==> config.mk <==
export PLATFORM = sky130hd
export DESIGN_NAME = lpmc_ctrl
export DESIGN_NICKNAME = d
export VERILOG_FILES = /design/src/logic/lpmc_pkg.sv /design/src/logic/lpmc_ctrl.sv
export SDC_FILE = /design/constraint.sdc
export NUM_CORES = 1
export LEC_CHECK = 0
export BUFFER_PORTS_ARGS = -buffer_cell sky130_fd_sc_hd__buf_2
export CAP_MARGIN = 10
export CORE_UTILIZATION = 54
export CTS_CLUSTER_SIZE = 8
export DETAILED_ROUTE_END_ITERATION = 8
export GPL_ROUTABILITY_DRIVEN = 0
export GPL_TIMING_DRIVEN = 0
export PLACE_DENSITY_LB_ADDON = 0.1
export SKIP_LAST_GASP = 1
export SYNTH_ARGS = -nofsm -noshare
export SYNTH_HDL_FRONTEND = slang
export SYNTH_SLANG_ARGS = --single-unit
==> constraint.sdc <==
create_clock -name sys_clk_i -period 4.85 [get_ports sys_clk_i]
set_input_delay 0.97 -clock sys_clk_i [delete_from_list [all_inputs] [get_ports sys_clk_i]]
set_output_delay 0.97 -clock sys_clk_i [all_outputs]
set_load 0.01 [all_outputs]
==> src/logic/lpmc_pkg.sv <==
// Constants, mode encoding and helpers for the low power mode controller
package lpmc_pkg;

  // ==========================================================================
  // Register map (byte addresses, 32-bit words)
  // ==========================================================================
  localparam int         LPMC_ADDR_W    = 8;
  localparam logic [7:0] LPMC_OFS_CTRL  = 8'h00;
  localparam logic [7:0] LPMC_OFS_MSTOP = 8'h04;
  localparam logic [7:0] LPMC_OFS_MRET  = 8'h08;
  localparam logic [7:0] LPMC_OFS_STAT  = 8'h0c;

  // ==========================================================================
  // Field positions
  // ==========================================================================
  localparam int LPMC_CTRL_STANDBY_SELECT_BIT    = 0;
  localparam int LPMC_CTRL_DIRECT_TRANSITION_ON_BIT    = 1;
  localparam int LPMC_CTRL_LOW_SPEED_ON_BIT    = 2;
  localparam int LPMC_CTRL_PSS     = 3;
  localparam int LPMC_CTRL_SCK_LSB = 4;
  localparam int LPMC_SCK_W        = 3;
  localparam int LPMC_STAT_RST_PIN = 8;
  localparam int LPMC_STAT_STB_PIN = 9;

  // ==========================================================================
  // Reset values
  // ==========================================================================
  localparam logic [31:0] LPMC_CTRL_RST  = 32'h0000_0000;
  localparam logic [31:0] LPMC_MSTOP_RST = 32'h0000_0000;
  localparam logic [31:0] LPMC_MRET_RST  = 32'h0000_0000;
  localparam logic [2:0]  LPMC_SYNC_RST  = 3'h7;

  // Peripheral lanes that keep running on the subclock
  localparam int LPMC_PER_TMR0 = 0;
  localparam int LPMC_PER_TMR1 = 1;
  localparam int LPMC_PER_WDT0 = 2;
  localparam int LPMC_PER_WDT1 = 3;
  localparam int LPMC_NPER     = 8;

  localparam logic [1:0] LPMC_RESP_OKAY   = 2'h0;
  localparam logic [1:0] LPMC_RESP_SLVERR = 2'h2;

  typedef enum logic [4:0] {
    LPMC_HIGH_SPEED = 5'h01,
    LPMC_SUB_ACTIVE = 5'h02,
    LPMC_WATCH      = 5'h04,
    LPMC_SUB_SLEEP  = 5'h08,
    LPMC_HW_STANDBY = 5'h10
  } lpmc_mode_t;

  function automatic logic [31:0] lpmc_merge(input logic [31:0] old_v,
                                             input logic [31:0] new_v,
                                             input logic [3:0]  strb);
    logic [31:0] res;
    res = old_v;
    for (int b = 0; b < 4; b++)
    begin
      if (strb[b])
        res[b*8 +: 8] = new_v[b*8 +: 8];
    end
    return res;
  endfunction : lpmc_merge

endpackage : lpmc_pkg

==> src/logic/lpmc_ctrl.sv <==
// Power mode sequencer with AXI4-Lite control registers
//
// Overview of operation
// - Sleep in high speed with all bits enters subactive
// - Watch plus interrupt with low-speed-on enters subactive
// - Subsleep plus interrupt returns to subactive
// - Subactive: CPU on subclock, only timers/watchdogs run
// - Subactive left by sleep, reset or standby pin
// - Subactive sleep, select 1, direct 0: watch
// - Subactive sleep, select 0, low-speed 1: subsleep
// - Subactive sleep, select 1, pair 10: high speed
// - Reset pin low starts and supplies system clock
// - Reset held until settled; release starts reset exception
// - Standby pin low forces hardware standby always
// - Module stop halts only selected peripherals
// - Halt with reset clears; with retention keeps, except in hardware standby or with the reset pin held
//
// Implementation choices: the AXI4-Lite register port and the register addresses.
`timescale 1ns/1ps
`default_nettype none

module lpmc_ctrl
  import lpmc_pkg::*;
#(
  parameter int NP = lpmc_pkg::LPMC_NPER
)(
  input  wire logic                           sys_clk_i,          // 40 MHz system clock
  input  wire logic                           resetn_i,           // Async reset, active low
  input  wire logic                           sleep_req_i,        // Sleep instruction pulse
  input  wire logic                           wake_irq_i,         // Wake interrupt pulse
  input  wire logic                           reset_pin_n_i,      // Reset pin, async
  input  wire logic                           hardware_standby_pin_n_i, // Standby pin, async
  output logic [4:0]                          mode_o,             // One-hot power mode
  output logic                                sys_clk_run_o,      // System clock oscillating and supplied
  output logic                                cpu_subclock_o,     // CPU runs from subclock
  output logic                                cpu_halt_o,         // CPU halted
  output logic                                reset_exception_o,  // Reset exception start pulse
  output logic [NP-1:0]                       periph_stop_o,      // Peripheral halt
  output logic [NP-1:0]                       periph_reset_o,     // Peripheral state reset
  input  wire logic [lpmc_pkg::LPMC_ADDR_W-1:0] s_axi_awaddr_i,   // Write address
  input  wire logic                           s_axi_awvalid_i,    // Write address valid
  output logic                                s_axi_awready_o,    // Write address ready
  input  wire logic [31:0]                    s_axi_wdata_i,      // Write data
  input  wire logic [3:0]                     s_axi_wstrb_i,      // Write strobes
  input  wire logic                           s_axi_wvalid_i,     // Write data valid
  output logic                                s_axi_wready_o,     // Write data ready
  output logic [1:0]                          s_axi_bresp_o,      // Write response
  output logic                                s_axi_bvalid_o,     // Write response valid
  input  wire logic                           s_axi_bready_i,     // Write response ready
  input  wire logic [lpmc_pkg::LPMC_ADDR_W-1:0] s_axi_araddr_i,   // Read address
  input  wire logic                           s_axi_arvalid_i,    // Read address valid
  output logic                                s_axi_arready_o,    // Read address ready
  output logic [31:0]                         s_axi_rdata_o,      // Read data
  output logic [1:0]                          s_axi_rresp_o,      // Read response
  output logic                                s_axi_rvalid_o,     // Read data valid
  input  wire logic                           s_axi_rready_i      // Read data ready
);
  import lpmc_pkg::*;

  // ==========================================================================
  // State
  // ==========================================================================
  localparam logic [NP-1:0] KEEP_MASK = NP'((32'h1 << LPMC_PER_TMR0) | (32'h1 << LPMC_PER_TMR1)
                                          | (32'h1 << LPMC_PER_WDT0) | (32'h1 << LPMC_PER_WDT1));

  typedef struct packed {
    lpmc_mode_t      mode;
    logic            standby_select_bit;
    logic            direct_transition_on_bit;
    logic            low_speed_on_bit;
    logic            prescaler_select_bit;
    logic [2:0]      sck;
    logic [NP-1:0]   mstop;
    logic [NP-1:0]   mret;
    logic [2:0]      rst_s;
    logic [2:0]      stb_s;
    logic            rst_f;
    logic            stb_f;
    logic            exc;
    logic [NP-1:0]   pstop;
    logic [NP-1:0]   prst;
    logic            clk_run;
    logic            cpu_sub;
    logic            cpu_halt;
    logic            awrdy;
    logic            bvalid;
    logic [1:0]      bresp;
    logic            arrdy;
    logic            rvalid;
    logic [1:0]      rresp;
    logic [31:0]     rdata;
  } lpmc_state_t;

  lpmc_state_t st_r;
  lpmc_state_t st_nxt;

  // ==========================================================================
  // Next state
  // ==========================================================================
  always_comb
  begin
    logic [31:0] ctrl_w;
    logic [31:0] merged;
    ctrl_w = 32'h0;
    merged = 32'h0;
    st_nxt = st_r;
    st_nxt.exc = 1'b0;

    // Pins: a level counts once second and third stage agree
    st_nxt.rst_s = {st_r.rst_s[1:0], reset_pin_n_i};
    st_nxt.stb_s = {st_r.stb_s[1:0], hardware_standby_pin_n_i};
    if (st_r.rst_s[1] == st_r.rst_s[2])
      st_nxt.rst_f = st_r.rst_s[2];
    if (st_r.stb_s[1] == st_r.stb_s[2])
      st_nxt.stb_f = st_r.stb_s[2];

    // Mode sequencing
    if (!st_nxt.stb_f)
      st_nxt.mode = LPMC_HW_STANDBY;
    else if (!st_nxt.rst_f)
      st_nxt.mode = LPMC_HIGH_SPEED;
    else
    begin
      case (st_r.mode)
        LPMC_HIGH_SPEED:
          if (sleep_req_i && st_r.standby_select_bit && st_r.direct_transition_on_bit && st_r.low_speed_on_bit && st_r.prescaler_select_bit)
            st_nxt.mode = LPMC_SUB_ACTIVE;
        LPMC_SUB_ACTIVE:
          if (sleep_req_i && st_r.prescaler_select_bit)
          begin
            if (st_r.standby_select_bit && !st_r.direct_transition_on_bit)
              st_nxt.mode = LPMC_WATCH;
            else if (!st_r.standby_select_bit && st_r.low_speed_on_bit)
              st_nxt.mode = LPMC_SUB_SLEEP;
            else if (st_r.standby_select_bit && st_r.direct_transition_on_bit && !st_r.low_speed_on_bit)
              st_nxt.mode = LPMC_HIGH_SPEED;
          end
        LPMC_WATCH:
          if (wake_irq_i)
            st_nxt.mode = st_r.low_speed_on_bit ? LPMC_SUB_ACTIVE : LPMC_HIGH_SPEED;
        LPMC_SUB_SLEEP:
          if (wake_irq_i)
            st_nxt.mode = LPMC_SUB_ACTIVE;
        // Standby is left only through the reset pin
        LPMC_HW_STANDBY:
          st_nxt.mode = LPMC_HW_STANDBY;
        default:
          st_nxt.mode = LPMC_HIGH_SPEED;
      endcase
    end
    // Release of the reset pin starts the CPU reset sequence
    st_nxt.exc = st_nxt.rst_f && !st_r.rst_f && st_nxt.stb_f;

    // Register bus: write
    st_nxt.awrdy = 1'b0;
    if (st_r.bvalid && s_axi_bready_i)
      st_nxt.bvalid = 1'b0;
    if (st_r.awrdy && s_axi_awvalid_i && s_axi_wvalid_i)
    begin
      st_nxt.bvalid = 1'b1;
      st_nxt.bresp = LPMC_RESP_OKAY;
      ctrl_w = {25'h0, st_r.sck, st_r.prescaler_select_bit, st_r.low_speed_on_bit, st_r.direct_transition_on_bit, st_r.standby_select_bit};
      case (s_axi_awaddr_i)
        LPMC_OFS_CTRL:
        begin
          merged = lpmc_merge(ctrl_w, s_axi_wdata_i, s_axi_wstrb_i);
          st_nxt.standby_select_bit = merged[LPMC_CTRL_STANDBY_SELECT_BIT];
          st_nxt.direct_transition_on_bit = merged[LPMC_CTRL_DIRECT_TRANSITION_ON_BIT];
          st_nxt.low_speed_on_bit = merged[LPMC_CTRL_LOW_SPEED_ON_BIT];
          st_nxt.prescaler_select_bit = merged[LPMC_CTRL_PSS];
          st_nxt.sck = merged[LPMC_CTRL_SCK_LSB +: LPMC_SCK_W];
        end
        LPMC_OFS_MSTOP:
        begin
          merged = lpmc_merge(32'(st_r.mstop), s_axi_wdata_i, s_axi_wstrb_i);
          st_nxt.mstop = merged[NP-1:0];
        end
        LPMC_OFS_MRET:
        begin
          merged = lpmc_merge(32'(st_r.mret), s_axi_wdata_i, s_axi_wstrb_i);
          st_nxt.mret = merged[NP-1:0];
        end
        LPMC_OFS_STAT:
          st_nxt.bresp = LPMC_RESP_OKAY;
        default:
          st_nxt.bresp = LPMC_RESP_SLVERR;
      endcase
    end
    else if (s_axi_awvalid_i && s_axi_wvalid_i && !st_r.bvalid && !st_r.awrdy)
      st_nxt.awrdy = 1'b1;

    // Register bus: read
    st_nxt.arrdy = 1'b0;
    if (st_r.rvalid && s_axi_rready_i)
      st_nxt.rvalid = 1'b0;
    if (st_r.arrdy && s_axi_arvalid_i)
    begin
      st_nxt.rvalid = 1'b1;
      st_nxt.rresp = LPMC_RESP_OKAY;
      st_nxt.rdata = 32'h0;
      case (s_axi_araddr_i)
        LPMC_OFS_CTRL:
          st_nxt.rdata = {25'h0, st_r.sck, st_r.prescaler_select_bit, st_r.low_speed_on_bit, st_r.direct_transition_on_bit, st_r.standby_select_bit};
        LPMC_OFS_MSTOP:
          st_nxt.rdata = 32'(st_r.mstop);
        LPMC_OFS_MRET:
          st_nxt.rdata = 32'(st_r.mret);
        LPMC_OFS_STAT:
        begin
          st_nxt.rdata[4:0] = st_r.mode;
          st_nxt.rdata[LPMC_STAT_RST_PIN] = st_r.rst_f;
          st_nxt.rdata[LPMC_STAT_STB_PIN] = st_r.stb_f;
        end
        default:
          st_nxt.rresp = LPMC_RESP_SLVERR;
      endcase
    end
    else if (s_axi_arvalid_i && !st_r.rvalid && !st_r.arrdy)
      st_nxt.arrdy = 1'b1;
    // Reset pin reinitialises the control bits, bus writes included
    if (!st_nxt.rst_f || !st_nxt.stb_f)
    begin
      st_nxt.standby_select_bit = LPMC_CTRL_RST[LPMC_CTRL_STANDBY_SELECT_BIT];
      st_nxt.direct_transition_on_bit = LPMC_CTRL_RST[LPMC_CTRL_DIRECT_TRANSITION_ON_BIT];
      st_nxt.low_speed_on_bit = LPMC_CTRL_RST[LPMC_CTRL_LOW_SPEED_ON_BIT];
      st_nxt.prescaler_select_bit = LPMC_CTRL_RST[LPMC_CTRL_PSS];
      st_nxt.sck = LPMC_CTRL_RST[LPMC_CTRL_SCK_LSB +: LPMC_SCK_W];
      st_nxt.mstop = LPMC_MSTOP_RST[NP-1:0];
      st_nxt.mret = LPMC_MRET_RST[NP-1:0];
    end
    // Clock and peripheral controls follow the coming mode
    st_nxt.clk_run = (st_nxt.mode == LPMC_HIGH_SPEED);
    st_nxt.cpu_sub = (st_nxt.mode == LPMC_SUB_ACTIVE);
    st_nxt.cpu_halt = (st_nxt.mode inside {LPMC_WATCH, LPMC_SUB_SLEEP, LPMC_HW_STANDBY}) || !st_nxt.rst_f;
    // Held reset pin initialises every lane, as standby does
    case (st_nxt.rst_f ? st_nxt.mode : LPMC_HW_STANDBY)
      LPMC_HIGH_SPEED:
      begin
        st_nxt.pstop = st_nxt.mstop;
        st_nxt.prst = st_nxt.mstop & ~st_nxt.mret;
      end
      LPMC_SUB_ACTIVE, LPMC_WATCH, LPMC_SUB_SLEEP:
      begin
        st_nxt.pstop = ~KEEP_MASK | st_nxt.mstop;
        st_nxt.prst = st_nxt.pstop & ~st_nxt.mret;
      end
      default:
      begin
        st_nxt.pstop = '1;
        st_nxt.prst = '1;
      end
    endcase
  end

  // ==========================================================================
  // Registers
  // ==========================================================================
  always_ff @(posedge sys_clk_i or negedge resetn_i)
  begin
    if (!resetn_i)
    begin
      st_r <= '0;
      st_r.mode <= LPMC_HIGH_SPEED;
      st_r.rst_s <= LPMC_SYNC_RST;
      st_r.stb_s <= LPMC_SYNC_RST;
      st_r.rst_f <= 1'b1;
      st_r.stb_f <= 1'b1;
      st_r.clk_run <= 1'b1;
    end
    else
      st_r <= st_nxt;
  end

  assign mode_o            = st_r.mode;
  assign sys_clk_run_o     = st_r.clk_run;
  assign cpu_subclock_o    = st_r.cpu_sub;
  assign cpu_halt_o        = st_r.cpu_halt;
  assign reset_exception_o = st_r.exc;
  assign periph_stop_o     = st_r.pstop;
  assign periph_reset_o    = st_r.prst;
  assign s_axi_awready_o   = st_r.awrdy;
  assign s_axi_wready_o    = st_r.awrdy;
  assign s_axi_bresp_o     = st_r.bresp;
  assign s_axi_bvalid_o    = st_r.bvalid;
  assign s_axi_arready_o   = st_r.arrdy;
  assign s_axi_rdata_o     = st_r.rdata;
  assign s_axi_rresp_o     = st_r.rresp;
  assign s_axi_rvalid_o    = st_r.rvalid;

  wire logic pins_ok = st_nxt.rst_f && st_nxt.stb_f;
endmodule : lpmc_ctrl

`default_nettype wire

==> results_dict.tcl, run 1 <==
set metrics [dict create \
    start_util_pct 56.0 \
    hold_start "st_nxt[66]" \
    path_max_fanout 8 \
    ys.flop_type "dfrtp_1" \
    insertion_delay_ns 0.34 \
    timing.fmax_ghz 0.372 \
    wirelength_um 7010 \
    tns_ns 0 \
    grt_max_degree 73 \
    hold_class "reg2reg" \
    ant_nets 0 \
    powerDensity_nw_per_um2 292 \
    r2r-start "mode_o[1]" \
    postCtsSetupBuffers 0 \
    ys_ff_latch 72 \
    final_max_slew_viol_count 0 \
    port_buffers 75 \
    worstMarginPinSlew_ns 0.890 \
    async_flop_share_pct 100 \
    ir_drop_v 0.000195 \
    worst_r2r_path_depth 6 \
    num_antenna_cells 0 \
    met3_usage_pct 4.37 \
    period_needed_ns 2.69 \
    hold_viol 0 \
    viasPerCell 4.99 \
    dr.pass1.iters 4 \
    relSlewSlack_pct 40.7 \
    die_w_um 83.4 \
    ios 129 \
    instances_no_fill 525 \
    grt_pass1_wl_um 11200 \
    die-area_um2 6950 \
    cts_resized 0 \
    cp.arrival_ns 2.90 \
    cp.required_ns 5.06 \
    syn-instance-count 334 \
    fin_crit_sh_pct 55.4 \
    routedWlPerCell_um 13.4 \
    dp.final_hpwl_um 4910 \
    critPathKind "in2reg" \
    cts_buffers 9 \
    grt_use_total_pct 20.8 \
    status "finished clean" \
    p_leak_nw 2.07 \
    hold_path_depth 0 \
    syn_to_final_growth_pct 20.2 \
    drt_iter0_drc 151 \
    r2r_setup_slack_ns 2.71 \
    crit_path_end_kind "flop" \
    antenna_found_initial 0 \
    grt_overflow 0 \
    synth_area_um2 3580 \
    grt_use_met2_pct 31.9 \
    clk_pin_slew_ns 0.06 \
    std_cell_rows 29 \
    start_kind "primary input" \
    cts-root-buf "clkbuf_8" \
    core_um2 6390 \
    hold_path_end "st_nxt[67]" \
    r2r-end "periph_reset_o[4]" \
    setup_violations 0 \
    grt_pass1_vias 2374 \
    cts.sinks 72 \
    met1_usage_pct 27.8 \
    ys_types 43 \
    route.detailed.drc 0 \
    cts_tree "done" \
    place_ws_ns 1.82 \
    rsz0062_at_grt "false" \
    worst_clock_skew_ns 0.0116 \
    ys.warnings.count 0 \
    final.setup.worst_slack_ns 2.16 \
    grt-busiest-layer "met2" \
    cts_hold_buf 0 \
    synth_edf_count 0 \
    vias 2622 \
    layout.nets 506 \
    placed_cells 509 \
    h-tree-depth 3 \
    ys_seq_area_share_pct 50.7 \
    drive_gt1_share_pct 39.5 \
    clockBufferDepth 2 \
    post_synth.cell_area_avg_um2 10.7 \
    finalCoreUtilization_pct 67.3 \
    die_h_um 83.4 \
    maxCapViolCount 0 \
]
-- final cells by class --
class                           count  area, um2
Buffer                             69        482
Multi-Input combinational cell    208       1340
Timing Repair Buffer               75        378
Tap cell                           77       96.3
Clock inverter                      1       5.00
Clock buffer                       15        156
Sequential cell                    72       1810
Fill cell                         512       2090
Inverter                            8       30.0
-- per-layer routing --
layer	vias up	share of wire, %
met3	12	6.1
met2	117	45
met4	0	1.9
li1	1283	-
met5	-	0
met1	1210	47
-- how the worst max path moves through the flow --
stage / from / end / slack (ns) / cells after the start
floorplan: s_axi_awaddr_i[1] / periph_reset_o[0] / 2.16 / 5
global placement: s_axi_awaddr_i[1] / periph_reset_o[0] / 1.84 / 6
detailed placement: s_axi_awaddr_i[1] / periph_reset_o[3] / 1.82 / 6
CTS: s_axi_awaddr_i[1] / periph_reset_o[0] / 2.17 / 6
global route: s_axi_awaddr_i[1] / periph_reset_o[3] / 2.07 / 6
finish: s_axi_awaddr_i[1] / periph_reset_o[2] / 2.16 / 6
-- metrics by stage --
stage | hold slack, ns | instance area (um2) | total power, mW
after floorplan | 0.345 | 3660 | 0.789
after global placement | 0.346 | 4140 | 0.861
after detailed placement | 0.349 | 4140 | 0.864
after CTS | 0.359 | 4300 | 1.27
after global routing | 0.360 | 4300 | 1.31
final | 0.358 | 4300 | 1.26
-- flip-flops by register name, indices dropped and copies added (netlist names), 4 cells and up --
signal,count
st_nxt,4
periph_reset_o,8
s_axi_rdata_o,10
mode_o,5
st_r,27
periph_stop_o,8
-- placed cells by master (no fill, tap or decap), types with 3 or more instances in the layout --
cell type,n
a22oi_1,3
and2_1,7
nand3_1,9
nor4_1,3
nor3b_1,3
dfstp_2,10
mux2_2,8
nor3_1,4
a22o_1,7
buf_4,60
mux4_2,5
clkbuf_1,14
a31oi_1,3
mux2_1,4
clkbuf_8,10
buf_2,75
mux2i_1,13
nand2_1,29
nor2b_1,11
conb_1,24
o21ai_0,12
inv_1,8
nand2b_1,4
nor2_1,24
dfrtp_1,62
a21oi_1,9
o21ai_1,4
-- worst max-delay path: stages --
cell and delay (ns):
buf_2 0.09, or4_4 0.54, nor4_4 0.70, mux2_1 0.38, nand3_1 0.12, o21ai_1 0.09
-- cells in the mapped netlist (all sizes together), types with 5 or more instances --
library cell  count  area [um2]
a21oi             9        45.0
a22o              7        61.3
and2              7        43.8
buf              60         448
clkbuf            9        33.8
dfrtp            62        1550
dfstp            10         263
inv               8        30.0
mux2             12         135
mux2i            13         130
mux4              5         113
nand2            29         109
nand3             9        45.0
nor2             24        90.1
nor2b            11        68.8
o21ai            16        80.1
-- power breakdown --
group | switching, mW | leakage [nW] | internal, mW
Combinational | 0.106 | 1.11 | 0.0934
Clock | 0.202 | 0.0817 | 0.200
Sequential | 0.0182 | 0.884 | 0.636
Total | 0.326 | 2.07 | 0.929
-- logic make-up (layout without fill, tap and decap cells) --
family                   count (synthesis)  in the layout  share of synthesized area, %
flip-flops                              72             72                          50.7
buffers and inverters                   77            168                          14.3
adder cells (fa/ha/maj)                  2              2                         0.630
other                                    1             24                         0.105
multiplexers                            30             30                          10.6
AO/OA/AOI/OAI                           46             46                          8.39
AND/OR/NAND/NOR                        106            106                          15.3
Power figures use the tool's default switching activity.
==> run 2, diff against run 1 <==
CORE_UTILIZATION = 50   (was 54)
clock period = 2.5 ns   (was 4.85 ns; I/O delays follow)
==> results_dict.tcl, run 2 (synthesized netlist as in run 1, its figures left out) <==
set metrics [dict create \
    antenna_found_initial 0 \
    grt_pass1_vias 2361 \
    clockBufferDepth 2 \
    layout.nets 506 \
    insertion_delay_ns 0.35 \
    seqPwrFrac_pct 46.7 \
    r2r_setup_slack_ns 0.31 \
    h-tree-depth 3 \
    fill_cells 595 \
    hold_viol 0 \
    switchingPower_uw 659 \
    start_util_pct 52.1 \
    period_needed_ns 2.22 \
    powerDensity_nw_per_um2 619 \
    r2r-start "mode_o[1]" \
    vias 2599 \
    cts_hold_buf 0 \
    die_w_um 86.6 \
    timing.fmax_ghz 0.451 \
    die_h_um 86.6 \
    cts.sinks 72 \
    cts_resized 0 \
    routedWlPerCell_um 13.2 \
    dr.pass1.iters 6 \
    multiInputGateArea_um2 1340 \
    cp.arrival_ns 2.45 \
    path_max_fanout 8 \
    grt_max_degree 73 \
    ios 129 \
    cts-root-buf "clkbuf_8" \
    mostFrequentLayoutCells "75 x buf_2, 62 x dfrtp_1, 60 x buf_4" \
    ir_drop_v 0.000420 \
    worst_clock_skew_ns 0.00902 \
    swShare_pct 24.2 \
    status "finished clean" \
    layout_commonest_cell "buf_2" \
    tns_ns 0 \
    route.detailed.drc 0 \
    setup_violations 0 \
    port_buffers 75 \
    clk_pin_slew_ns 0.07 \
    worstMarginPinSlew_ns 0.897 \
    hold_class "in2reg" \
    drive_gt1_share_pct 40.2 \
    largest_reg_flops 27 \
    syn_to_final_growth_pct 22.8 \
    viasPerCell 4.78 \
    place_ws_ns -0.0546 \
    clockPowerShare_pct 39.0 \
    worst_r2r_path_depth 6 \
    grt_use_total_pct 20.8 \
    cts_buffers 9 \
    crit_path_end_kind "flop" \
    grt_overflow 0 \
    p_total_mw 2.72 \
    cp.required_ns 2.73 \
    r2r-end "periph_reset_o[4]" \
    start_kind "primary input" \
    wirelength_um 7160 \
    postCtsSetupBuffers 0 \
    core_um2 6870 \
    critPathKind "in2reg" \
    final.setup.worst_slack_ns 0.284 \
    startpoint "s_axi_awaddr_i[1]" \
    cts_tree "done" \
    crit_end "periph_reset_o[2]" \
    top_register "st_r" \
    drt_iter0_drc 167 \
    final_max_slew_viol_count 0 \
    final-seq-area_um2 1810 \
    grt_pass1_wl_um 11600 \
    num_antenna_cells 0 \
    std_cell_rows 30 \
    relSlewSlack_pct 40.2 \
    dp.final_hpwl_um 4940 \
    die-area_um2 7500 \
    comb_power_share_pct 14.3 \
    p_int_mw 2.06 \
    maxCapViolCount 0 \
    fin_crit_sh_pct 88.6 \
    p_leak_nw 2.11 \
    ant_nets 0 \
    rsz0062_at_grt "false" \
]
run 2: cell types whose count changed in the layout (fill, tap and decap cells not counted):
cell	delta
bufinv_16	+2
clkinv_2	-1
clkbuf_1	-3
clkbuf_8	+2
run 2: worst min-delay path by stage:
stage / startpoint / to / cells past startpoint
after global routing: reset_pin_n_i / st_nxt[66] / 1
after detailed placement: st_nxt[63] / st_nxt[64] / 0
after floorplan: resetn_i / cpu_halt_o / 0
after CTS: hardware_standby_pin_n_i / st_nxt[63] / 1
final: hardware_standby_pin_n_i / st_nxt[63] / 1
after global placement: st_nxt[66] / st_nxt[67] / 0
run 2: worst max-delay path: stages:
cell     delay (ns)
buf_2          0.10
or4_4          0.54
nor4_4         0.69
mux2_1         0.39
nand3_1        0.13
o21ai_1        0.09
run 2: power by group through the flow:
stage | clock, mW | sequential [mW] | combinational (mW)
finish | 1.06 | 1.27 | 0.389
global route | 1.14 | 1.28 | 0.428
CTS | 1.08 | 1.27 | 0.390
detailed placement | 0 | 1.29 | 0.388
global placement | 0 | 1.29 | 0.383
floorplan | 0 | 1.29 | 0.244
run 2: layout make-up:
| class | instances | area share, % |
|---|---|---|
| timing repair buffer | 75 | 8.60 |
| sequential | 72 | 41.3 |
| clock buffer | 14 | 3.93 |
| clock inverter | 2 | 1.37 |
| multi-input combinational | 208 | 30.4 |
| buffer | 69 | 11.0 |
| tap | 96 | 2.73 |
| inverter | 8 | 0.683 |
run 2: metal layers:
| metal | track usage [%] | up-vias | wire length, um |
|---|---|---|---|
| met5 | 0 | - | 0 |
| met4 | 10.0 | 0 | 136 |
| met3 | 4.10 | 11 | 405 |
| met2 | 32.3 | 85 | 3260 |
| met1 | 28.2 | 1210 | 3360 |
| li1 | - | 1293 | - |
run 2: metrics by stage:
step                      util (%)  hold WS [ns]  area [um2]  std cells
after floorplan                  -         0.204        3660        357
final                         64.0         0.249        4390        544
after global routing          64.0         0.234        4390        544
after global placement        60.5         0.346        4160        528
after detailed placement      60.6         0.347        4160        528
after CTS                     64.0         0.238        4390        544
